### src/rtl/cpm_defs.vh
`ifndef CPM_DEFS_VH
`define CPM_DEFS_VH

// boot clock selection codes
`define CPM_SEL_BITS 2
`define CPM_SEL_MAIN_EXT_BIT 1
`define CPM_SEL_USB_EXT_BIT 0
`define CPM_BOOT_TEST_CODE 2'h3

// power mode encodings
`define CPM_MODE_NORMAL 2'h0
`define CPM_MODE_SLOW 2'h1
`define CPM_MODE_IDLE 2'h2
`define CPM_MODE_SLEEP 2'h3

// usb clock source encodings
`define CPM_USB_RAW 2'h0
`define CPM_USB_LOW 2'h1
`define CPM_USB_PLL 2'h2

// pll arithmetic offsets
`define CPM_PLL_M_OFFSET 9'h008
`define CPM_PLL_P_OFFSET 7'h02

// divider factors
`define CPM_DIV_ONE 4'h1
`define CPM_DIV_TWO 4'h2
`define CPM_DIV_THREE 4'h3
`define CPM_DIV_FOUR 4'h4
`define CPM_DIV_SIX 4'h6
`define CPM_DIV_EIGHT 4'h8

// synchronised pin vector layout
`define CPM_SYNC_W 23
`define CPM_SYNC_RST 0
`define CPM_SYNC_SEL_LO 1
`define CPM_SYNC_SEL_HI 2
`define CPM_SYNC_MODE_LO 3
`define CPM_SYNC_MODE_HI 4
`define CPM_SYNC_WAKE_LO 5
`define CPM_SYNC_WAKE_HI 20
`define CPM_SYNC_RTC 21
`define CPM_SYNC_IRQ 22

`endif

### src/rtl/cpm_clock_power.v
// Overview of operation
// - latch boot clock-select pins at reset pin rising edge; use them for sources.
// - code 00 uses crystal for main and usb, both plls on.
// - start main pll at reset, run on raw source until config written.
// - boot mode pins 11 turn clock-select pins into test selector.
// - pll output = 2*(M+8)*fin / ((P+2) * 2^S).
// - two plls, main for cpu/ahb/apb, usb pll alike for usb.
// - generate cpu, ahb and apb clocks from selected source.
// - per-peripheral clock gating by software; slow clocks without pll.
// - exactly four power modes: normal, slow, idle, sleep.
// - normal mode clocks cpu and every enabled peripheral.
// - slow mode bypasses pll, cpu clock straight from raw source.
// - idle mode gates only cpu core clock.
// - any cpu interrupt request ends idle mode.
// - sleep mode removes core power, wake logic stays alive.
// - only external wake interrupts or rtc alarm end sleep.
// - cpu clock held off during main pll lock once configured, except in slow mode, also after wake; runs raw during the boot lock.
// - usb clock raw after reset, low during lock after a usb config write, pll after.
// - new divider setting applied only after pll lock time.
`timescale 1ns/100ps
`include "cpm_defs.vh"
module cpm_clock_power (
  input wire mclk,
  input wire reset_n,
  input wire clk_en,
  input wire reset_pin_n,
  input wire [1:0] boot_clock_select_pins,
  input wire [1:0] boot_mode_pins,
  input wire [15:0] external_wake_interrupt,
  input wire rtc_alarm,
  input wire cpu_irq,
  input wire [15:0] fin_khz,
  input wire [15:0] lock_time,
  input wire main_pll_config_wr,
  input wire [7:0] main_pll_m,
  input wire [5:0] main_pll_p,
  input wire [1:0] main_pll_s,
  input wire usb_pll_config_wr,
  input wire [7:0] usb_pll_m,
  input wire [5:0] usb_pll_p,
  input wire [1:0] usb_pll_s,
  input wire clock_divider_config_wr,
  input wire [1:0] hdiv_sel,
  input wire pdiv_sel,
  input wire hclk_half3,
  input wire hclk_half4,
  input wire [15:0] peripheral_clock_gate,
  input wire mode_wr,
  input wire [1:0] mode_req,
  output reg boot_done_r,
  output reg main_src_ext_r,
  output reg usb_src_ext_r,
  output reg test_mode_r,
  output reg [1:0] test_sel_r,
  output reg main_pll_run_r,
  output reg usb_pll_run_r,
  output reg main_pll_locked_r,
  output reg usb_pll_locked_r,
  output reg sys_on_pll_r,
  output reg [19:0] main_pll_khz_r,
  output reg [19:0] usb_pll_khz_r,
  output reg [1:0] usb_clock_sel_r,
  output reg cpu_clock_en_r,
  output reg ahb_clk_en_r,
  output reg apb_clk_en_r,
  output reg [15:0] periph_clk_en_r,
  output reg [1:0] power_mode_r,
  output reg core_power_on_r
);
  localparam ST_NORMAL = `CPM_MODE_NORMAL;
  localparam ST_SLOW = `CPM_MODE_SLOW;
  localparam ST_IDLE = `CPM_MODE_IDLE;
  localparam ST_SLEEP = `CPM_MODE_SLEEP;

  // pll output frequency in khz, shared by both plls
  function [19:0] pll_khz;
    input [15:0] fin;
    input [7:0] mf;
    input [5:0] pf;
    input [1:0] sf;
    reg [8:0] m;
    reg [6:0] p;
    reg [26:0] num;
    reg [9:0] den;
    reg [26:0] quo;
    begin
      m = {1'b0, mf} + `CPM_PLL_M_OFFSET;
      p = {1'b0, pf} + `CPM_PLL_P_OFFSET;
      num = {m, 1'b0} * fin;
      den = {3'h0, p} << sf;
      quo = num / {17'h00000, den};
      pll_khz = quo[19:0];
    end
  endfunction

  // divide factors for ahb, and total for apb, in cpu clock cycles
  function [3:0] hdiv_factor;
    input [1:0] h;
    input half3;
    input half4;
    begin
      case (h)
        2'h0: hdiv_factor = `CPM_DIV_ONE;
        2'h1: hdiv_factor = `CPM_DIV_TWO;
        2'h2: hdiv_factor = half4 ? `CPM_DIV_EIGHT : `CPM_DIV_FOUR;
        default: hdiv_factor = half3 ? `CPM_DIV_SIX : `CPM_DIV_THREE;
      endcase
    end
  endfunction

  reg [`CPM_SYNC_W-1:0] sync1_r;
  reg [`CPM_SYNC_W-1:0] sync2_r;
  reg rst_pin_d_r;
  reg [1:0] state_r;
  reg [1:0] state_nxt;
  reg cfg_seen_r;
  reg relock_r;
  reg gap_r;
  reg sys_on_pll_nxt;
  reg [3:0] hdiv_pend_r;
  reg [4:0] pdiv_pend_r;
  reg div_pend_r;
  reg main_lock_d_r;
  reg usb_cfg_seen_r;

  wire [`CPM_SYNC_W-1:0] pins_in;
  wire rst_pin_rise;
  wire [1:0] sel_s;
  wire [1:0] bmode_s;
  wire wake_any;
  wire irq_s;
  wire main_start;
  wire usb_start;
  wire main_locked;
  wire usb_locked;
  wire main_lock_done;
  wire cpu_tick;
  wire div_apply;
  wire hclk_en;
  wire pclk_en;
  wire [3:0] hdiv_new;

  assign pins_in = {cpu_irq, rtc_alarm, external_wake_interrupt, boot_mode_pins,
                    boot_clock_select_pins, reset_pin_n};

  // pins cross in through two stages; only the second stage is decoded
  // reset pin stages start at its idle high level, else a false rise follows reset
  always @(posedge mclk) begin
    if (!reset_n) begin
      sync1_r <= {{(`CPM_SYNC_W-1){1'b0}}, 1'b1};
      sync2_r <= {{(`CPM_SYNC_W-1){1'b0}}, 1'b1};
      rst_pin_d_r <= 1'b1;
    end else if (clk_en) begin
      sync1_r <= pins_in;
      sync2_r <= sync1_r;
      rst_pin_d_r <= sync2_r[`CPM_SYNC_RST];
    end
  end

  assign rst_pin_rise = sync2_r[`CPM_SYNC_RST] & ~rst_pin_d_r;
  assign sel_s = sync2_r[`CPM_SYNC_SEL_HI:`CPM_SYNC_SEL_LO];
  assign bmode_s = sync2_r[`CPM_SYNC_MODE_HI:`CPM_SYNC_MODE_LO];
  assign wake_any = |sync2_r[`CPM_SYNC_WAKE_HI:`CPM_SYNC_WAKE_LO] | sync2_r[`CPM_SYNC_RTC];
  assign irq_s = sync2_r[`CPM_SYNC_IRQ];

  // plls restart at boot latch and on their own config write; main pll also on wake from sleep or a non-slow mode write in slow
  assign main_start = rst_pin_rise | main_pll_config_wr |
                      (state_r == ST_SLEEP && wake_any) |
                      (state_r == ST_SLOW && mode_wr && mode_req != ST_SLOW);
  assign usb_start = rst_pin_rise | usb_pll_config_wr;

  cpm_lock_cnt u_main_lock (
    .mclk(mclk),
    .reset_n(reset_n),
    .clk_en(clk_en),
    .start(main_start),
    .load(lock_time),
    .locked_r(main_locked)
  );

  cpm_lock_cnt u_usb_lock (
    .mclk(mclk),
    .reset_n(reset_n),
    .clk_en(clk_en),
    .start(usb_start),
    .load(lock_time),
    .locked_r(usb_locked)
  );

  assign main_lock_done = main_locked & ~main_lock_d_r & ~main_start;

  // boot latch, pll bookkeeping
  always @(posedge mclk) begin
    if (!reset_n) begin
      boot_done_r <= 1'b0;
      main_src_ext_r <= 1'b0;
      usb_src_ext_r <= 1'b0;
      test_mode_r <= 1'b0;
      test_sel_r <= 2'h0;
      main_pll_khz_r <= 20'h00000;
      usb_pll_khz_r <= 20'h00000;
      main_pll_locked_r <= 1'b0;
      usb_pll_locked_r <= 1'b0;
      main_lock_d_r <= 1'b0;
      cfg_seen_r <= 1'b0;
      usb_cfg_seen_r <= 1'b0;
      usb_clock_sel_r <= `CPM_USB_RAW;
    end else if (clk_en) begin
      main_lock_d_r <= main_locked;
      main_pll_locked_r <= main_locked;
      usb_pll_locked_r <= usb_locked;
      if (rst_pin_rise) begin
        boot_done_r <= 1'b1;
        main_src_ext_r <= sel_s[`CPM_SEL_MAIN_EXT_BIT];
        usb_src_ext_r <= sel_s[`CPM_SEL_USB_EXT_BIT];
        test_mode_r <= (bmode_s == `CPM_BOOT_TEST_CODE);
        test_sel_r <= (bmode_s == `CPM_BOOT_TEST_CODE) ? sel_s : 2'h0;
        main_pll_khz_r <= pll_khz(fin_khz, main_pll_m, main_pll_p, main_pll_s);
        usb_pll_khz_r <= pll_khz(fin_khz, usb_pll_m, usb_pll_p, usb_pll_s);
        cfg_seen_r <= 1'b0;
        usb_cfg_seen_r <= 1'b0;
        usb_clock_sel_r <= `CPM_USB_RAW;
      end else begin
        if (main_pll_config_wr) begin
          cfg_seen_r <= 1'b1;
          main_pll_khz_r <= pll_khz(fin_khz, main_pll_m, main_pll_p, main_pll_s);
        end
        if (usb_pll_config_wr) begin
          usb_cfg_seen_r <= 1'b1;
          usb_pll_khz_r <= pll_khz(fin_khz, usb_pll_m, usb_pll_p, usb_pll_s);
          usb_clock_sel_r <= `CPM_USB_LOW;
        end else if (usb_cfg_seen_r && usb_locked) begin
          usb_clock_sel_r <= `CPM_USB_PLL;
        end
      end
    end
  end

  // power mode sequencer
  always @* begin
    state_nxt = state_r;
    case (state_r)
      ST_NORMAL: begin
        if (mode_wr) begin
          state_nxt = mode_req;
        end
      end
      ST_SLOW: begin
        if (mode_wr && mode_req != ST_SLEEP) begin
          state_nxt = mode_req;
        end
      end
      ST_IDLE: begin
        if (irq_s) begin
          state_nxt = ST_NORMAL;
        end
      end
      ST_SLEEP: begin
        if (wake_any) begin
          state_nxt = ST_NORMAL;
        end
      end
      default: state_nxt = ST_NORMAL;
    endcase
  end

  // the pll path is used only once configured, locked and not in slow mode
  always @* begin
    sys_on_pll_nxt = cfg_seen_r & main_locked & ~relock_r & (state_r != ST_SLOW);
  end

  always @(posedge mclk) begin
    if (!reset_n) begin
      state_r <= ST_NORMAL;
      relock_r <= 1'b0;
      sys_on_pll_r <= 1'b0;
      gap_r <= 1'b0;
      main_pll_run_r <= 1'b0;
      usb_pll_run_r <= 1'b0;
      power_mode_r <= `CPM_MODE_NORMAL;
      core_power_on_r <= 1'b1;
    end else if (clk_en) begin
      state_r <= state_nxt;
      power_mode_r <= state_nxt;
      core_power_on_r <= (state_nxt != ST_SLEEP);
      if (main_start) begin
        relock_r <= 1'b1;
      end else if (main_lock_done) begin
        relock_r <= 1'b0;
      end
      // a source change is followed by a dead cycle before the cpu clock returns
      sys_on_pll_r <= sys_on_pll_nxt;
      gap_r <= (sys_on_pll_nxt != sys_on_pll_r);
      if (rst_pin_rise) begin
        main_pll_run_r <= 1'b1;
        usb_pll_run_r <= 1'b1;
      end else if (boot_done_r) begin
        main_pll_run_r <= (state_nxt != ST_SLOW) && (state_nxt != ST_SLEEP);
        usb_pll_run_r <= (state_nxt != ST_SLEEP);
      end
    end
  end

  // cpu runs on the raw source before configuration; stops for lock waits once configured, except in slow mode
  assign cpu_tick = boot_done_r & core_power_on_r & (state_r != ST_IDLE) & ~gap_r &
                    (sys_on_pll_nxt == sys_on_pll_r) &
                    ~(cfg_seen_r & relock_r & (state_r != ST_SLOW));

  assign hdiv_new = hdiv_factor(hdiv_sel, hclk_half3, hclk_half4);

  // divider setting applies once the main pll is locked with no relock pending
  always @(posedge mclk) begin
    if (!reset_n) begin
      hdiv_pend_r <= `CPM_DIV_ONE;
      pdiv_pend_r <= {1'b0, `CPM_DIV_ONE};
      div_pend_r <= 1'b0;
    end else if (clk_en) begin
      if (clock_divider_config_wr) begin
        hdiv_pend_r <= hdiv_new;
        pdiv_pend_r <= pdiv_sel ? {hdiv_new, 1'b0} : {1'b0, hdiv_new};
        div_pend_r <= 1'b1;
      end else if (div_apply) begin
        div_pend_r <= 1'b0;
      end
    end
  end

  assign div_apply = div_pend_r & main_locked & ~relock_r;

  cpm_clk_div u_div (
    .mclk(mclk),
    .reset_n(reset_n),
    .clk_en(clk_en),
    .tick(cpu_tick),
    .apply(div_apply),
    .hdiv_in(hdiv_pend_r),
    .pdiv_in(pdiv_pend_r),
    .hclk_en_r(hclk_en),
    .pclk_en_r(pclk_en)
  );

  // the bus clocks keep running through idle; only the core is held
  always @(posedge mclk) begin
    if (!reset_n) begin
      cpu_clock_en_r <= 1'b0;
      ahb_clk_en_r <= 1'b0;
      apb_clk_en_r <= 1'b0;
      periph_clk_en_r <= 16'h0000;
    end else if (clk_en) begin
      cpu_clock_en_r <= cpu_tick;
      ahb_clk_en_r <= hclk_en | (state_r == ST_IDLE && boot_done_r);
      apb_clk_en_r <= pclk_en | (state_r == ST_IDLE && boot_done_r);
      periph_clk_en_r <= (core_power_on_r && boot_done_r) ? peripheral_clock_gate
                                                          : 16'h0000;
    end
  end
endmodule // cpm_clock_power

### src/rtl/cpm_lock_cnt.v
`timescale 1ns/100ps
`include "cpm_defs.vh"
module cpm_lock_cnt (
  input wire mclk,
  input wire reset_n,
  input wire clk_en,
  input wire start,
  input wire [15:0] load,
  output reg locked_r
);
  reg [15:0] count_r;

  always @(posedge mclk) begin
    if (!reset_n) begin
      count_r <= 16'h0000;
      locked_r <= 1'b0;
    end else if (clk_en) begin
      if (start) begin
        count_r <= load;
        locked_r <= 1'b0;
      end else if (count_r != 16'h0000) begin
        count_r <= count_r - 16'h0001;
      end else begin
        locked_r <= 1'b1;
      end
    end
  end
endmodule // cpm_lock_cnt

### src/rtl/cpm_clk_div.v
`timescale 1ns/100ps
`include "cpm_defs.vh"
module cpm_clk_div (
  input wire mclk,
  input wire reset_n,
  input wire clk_en,
  input wire tick,
  input wire apply,
  input wire [3:0] hdiv_in,
  input wire [4:0] pdiv_in,
  output reg hclk_en_r,
  output reg pclk_en_r
);
  reg [3:0] hdiv_r;
  reg [4:0] pdiv_r;
  reg [3:0] hcnt_r;
  reg [4:0] pcnt_r;
  wire h_wrap;
  wire p_wrap;

  assign h_wrap = (hcnt_r == hdiv_r - `CPM_DIV_ONE);
  assign p_wrap = (pcnt_r == pdiv_r - {1'b0, `CPM_DIV_ONE});

  // counters restart on a new ratio so the first period is never short
  always @(posedge mclk) begin
    if (!reset_n) begin
      hdiv_r <= `CPM_DIV_ONE;
      pdiv_r <= {1'b0, `CPM_DIV_ONE};
      hcnt_r <= 4'h0;
      pcnt_r <= 5'h00;
      hclk_en_r <= 1'b0;
      pclk_en_r <= 1'b0;
    end else if (clk_en) begin
      if (apply) begin
        hdiv_r <= hdiv_in;
        pdiv_r <= pdiv_in;
        hcnt_r <= 4'h0;
        pcnt_r <= 5'h00;
        hclk_en_r <= 1'b0;
        pclk_en_r <= 1'b0;
      end else if (tick) begin
        hcnt_r <= h_wrap ? 4'h0 : hcnt_r + 4'h1;
        pcnt_r <= p_wrap ? 5'h00 : pcnt_r + 5'h01;
        hclk_en_r <= h_wrap;
        pclk_en_r <= p_wrap;
      end else begin
        hclk_en_r <= 1'b0;
        pclk_en_r <= 1'b0;
      end
    end
  end
endmodule // cpm_clk_div

### config.mk
export PLATFORM = sky130hd
export DESIGN_NAME = cpm_clock_power
export DESIGN_NICKNAME = d
export VERILOG_FILES = /design/src/rtl/cpm_clock_power.v /design/src/rtl/cpm_lock_cnt.v /design/src/rtl/cpm_clk_div.v
export VERILOG_INCLUDE_DIRS = /design/src /design/src/rtl
export SDC_FILE = /design/constraint.sdc
export NUM_CORES = 2
export LEC_CHECK = 0
export BUFFER_PORTS_ARGS = -buffer_cell sky130_fd_sc_hd__buf_2
export CELL_PAD_IN_SITES_DETAIL_PLACEMENT = 1
export CELL_PAD_IN_SITES_GLOBAL_PLACEMENT = 2
export CORE_ASPECT_RATIO = 0.5
export CORE_MARGIN = 2
export CORE_UTILIZATION = 33
export CTS_CLUSTER_SIZE = 40
export DETAILED_ROUTE_END_ITERATION = 8
export GPL_ROUTABILITY_DRIVEN = 1
export PLACE_DENSITY_LB_ADDON = 0.1
export SLEW_MARGIN = 25
export SYNTH_ARGS = -nofsm -noshare
export SYNTH_HDL_FRONTEND = slang
export SYNTH_SLANG_ARGS = --single-unit
### constraint.sdc
create_clock -name mclk -period 88.4 [get_ports mclk]
set_clock_uncertainty 0.15 [all_clocks]
set_input_delay 17.68 -clock mclk [delete_from_list [all_inputs] [get_ports mclk]]
set_output_delay 17.68 -clock mclk [all_outputs]
set_load 0.02 [all_outputs]
==> flow_summary_export.csv <==
group,metric,value,unit
setup_path,critical_path_cell_count,342,
setup_path,crit_family,"compound AO/OA/AOI/OAI gates",
placed_design,placed_cells,8483,
setup_path,critical_path.most_common_cell,"o21a_1",
setup_path,critPathArrivalTime,85.18,ns
setup_path,crit_path_end_kind,"flip-flop",
placed_design,pre_cts_ws,-5.75,ns
setup_path,crit_buf_inv,22,
route,vias,49413,
route,via_per_inst,5.70,
yosys,synth.distinct_cells,145,
route,drt_iter0_drc,2030,
route,drcViolationCount,0,
setup_path,slowest_stage,"fa_1",
yosys,avgSynthCellArea,7.40,um2
route,wl_per_cell,20.7,um
clock_network,cts_buffers,25,
run,drv_cap,0,
sta,fin_crit,84.85,ns
route,first_pass_iters,7,
setup_path,critPathCapture,"main_pll_khz_r[0]$_SDFFE_PN0P_",
sta,max_slew.worst_pin.slew,1.15,ns
yosys,yosys-top-cells-area,"ha_1 (15%), fa_1 (8.5%), dfxtp_1 (8.1%)",
global_routing,grt_antenna_before_repair,4,
setup_path,ff2ff_setup_slack,84.08,ns
global_routing,grt_overflow_total,0,
layout,fin_nets,7639,
clock_network,cts.sinks,190,
clock_network,cts-root-buf,"clkbuf_16",
min_path,min_from,"usb_cfg_seen_r$_SDFFE_PN0P_",
yosys,synth_edf_count,0,
setup_path,critical_path.max_fanout,18,
floorplan,fp.dieH,271,um
yosys,synth_common_cells,"nor2_1 (636), nand2_1 (595), ha_1 (548)",
global_routing,grt_max_degree,83,
yosys,synthCells,6335,
floorplan,die_area,0.145,mm2
yosys,synth_most_common_cell,"nor2_1",
sta,fmax,0.0118,GHz
layout,final_layout_size_suffix_gt1_frac,0.194,
global_routing,grt_pass1_vias,51512,
min_path,hold_path_class,"flip-flop to flip-flop",
yosys,synth-async-reset-ratio,0,
floorplan,die_w,537,um
setup_path,critPathLaunchType,"input pin",
placed_design,io_buffers,191,
global_routing,track_usage,0.237,
clock_network,htreeDepth,4,
sta,setup_tns,0,ns
floorplan,io_pins,192,
route,wl,179000,um
global_routing,grt_first_pass_wirelength,283000,um
sta,fin_crit_sh,0.960,
placed_design,dp_hpwl,141000,um
clock_network,clock_path_buffers,3,
clock_network,cts_hold_buf,0,
route,ant_nets,0,
yosys,netlist.area_leader.share,0.146,
clock_network,cts_tree,"yes",
outcome,outcome,"finished clean",
floorplan,start_util,0.334,
yosys,synth-seq-cells,190,
placed_design,finalWeightedCongestion,0.890,
setup_path,reg2reg_depth,13,
yosys,synth-warning-count,0,
yosys,syn_area,0.0469,mm2
floorplan,rows,97,
floorplan,core,0.141,mm2
sta,setup_ws,3.55,ns
setup_path,reg2reg_from,"u_main_lock.count_r[0]$_SDFFE_PN0P_",
setup_path,r2r-end,"u_main_lock.count_r[12]$_SDFFE_PN0P_",
sta,setup_violations,0,
setup_path,cp.required,88.73,ns
setup_path,path_class,"input pin to flip-flop",
clock_network,clk_pin_slew_worst_paths,0.14,ns
yosys,ys_seq_area_frac,0.0811,
layout,syn_to_final_growth,18.6,%
sta,slew_headroom,0.223,
setup_path,critical_path.max_stage_delay,0.57,ns
yosys,synth-main-ff-cell,"dfxtp_1",
sta,drv_slew,0,
sta,finalHoldViolCount,0,
clock_network,insertion_delay,0.56,ns
layout,fin_cells,8665,
yosys,synth_top_area_cell,"ha_1",
setup_path,startpoint,"main_pll_m[3]",
[stage by stage]
stage | utilization | hold WS (ns) | cell area (um2)
finish | 0.396 | 0.311 | 55600
global placement | 0.367 | 0.292 | 51600
detailed placement | 0.367 | 0.300 | 51600
floorplan | - | 0.279 | 47000
CTS | 0.376 | 0.314 | 52800
global route | 0.396 | 0.337 | 55600
[worst min-delay path by stage]
stage / endpoint / slack (ns) / depth (start not counted)
CTS: main_src_ext_r$_SDFFE_PN0P_ / 0.31 / 2
floorplan: usb_cfg_seen_r$_SDFFE_PN0P_ / 0.28 / 2
global placement: test_sel_r[0]$_SDFFE_PN0P_ / 0.29 / 2
finish: usb_cfg_seen_r$_SDFFE_PN0P_ / 0.31 / 2
global route: test_mode_r$_SDFFE_PN0P_ / 0.34 / 2
detailed placement: usb_cfg_seen_r$_SDFFE_PN0P_ / 0.30 / 2
[placed cells by master (no fill, tap or decap), types with 161 or more instances in the layout]
master	count
nor2_1	588
nand2_1	582
ha_1	512
buf_4	425
inv_1	342
nor3_1	338
a21oi_1	326
o21a_1	290
o21ai_0	204
fa_1	195
dfxtp_1	190
buf_2	190
and2_1	186
xnor2_1	161
[worst register-to-register path, delay by kind of cell, from the launching register on]
family	cells	cell delay, ns
buffers and inverters	1	0.07
DFF	1	0.36
AOI/OAI and AO/OA	1	0.26
and+or+nand+nor	10	3.19
adders and majority gates	1	0.17
[sequential cells by signal, indices dropped and copies added, names as in the netlist, 4 cells and up]
signal	flops
sync1_r	23
sync2_r	23
main_pll_khz_r	20
usb_pll_khz_r	20
periph_clk_en_r	16
u_main_lock.count_r	16
u_usb_lock.count_r	16
pdiv_pend_r	5
u_div.pcnt_r	5
u_div.pdiv_r	5
hdiv_pend_r	4
u_div.hcnt_r	4
u_div.hdiv_r	4
[kinds of logic (layout without fill, tap and decap cells)]
family / Yosys count / in the layout / share of synthesized area
AOI/OAI and AO/OA: 1914 / 1915 / 0.286
DFF: 190 / 190 / 0.0811
and+or+nand+nor: 2472 / 2476 / 0.262
xor gates and xnor gates: 242 / 242 / 0.0452
muxes: 195 / 195 / 0.0447
adders and majority gates: 749 / 749 / 0.231
buffers and inverters: 572 / 1013 / 0.0499
other: 1 / 4 / 0.0000800
[metal layers]
layer,share of wire,global-route usage,up-vias
met5,0,0,-
met4,0.016,0.0403,0
met3,0.026,0.0177,152
met2,0.48,0.413,622
met1,0.48,0.322,24473
li1,-,-,24166
[layout make-up]
type / instances / area [um2]
Clock inverter: 5 / 85.1
Timing Repair Buffer: 636 / 4410
Fill cell: 17172 / 84900
Clock buffer: 28 / 667
Multi-Input combinational cell: 5579 / 43000
Inverter: 344 / 1300
Sequential cell: 190 / 3800
Tap cell: 1881 / 2350
Antenna cell: 2 / 5.00
[timing repair]
| action | in CTS | in global routing |
|---|---|---|
| setup endpoints to repair | 3 | 4 |
| pin swaps | 11 | 158 |
| gates cloned | 1 | 7 |
| resized for setup | 88 | 404 |
| setup buffers | 17 | 122 |
Power is left out: the tool's default activity adds up to more than one toggle a clock period on the data nets, which glitch-free logic cannot reach.
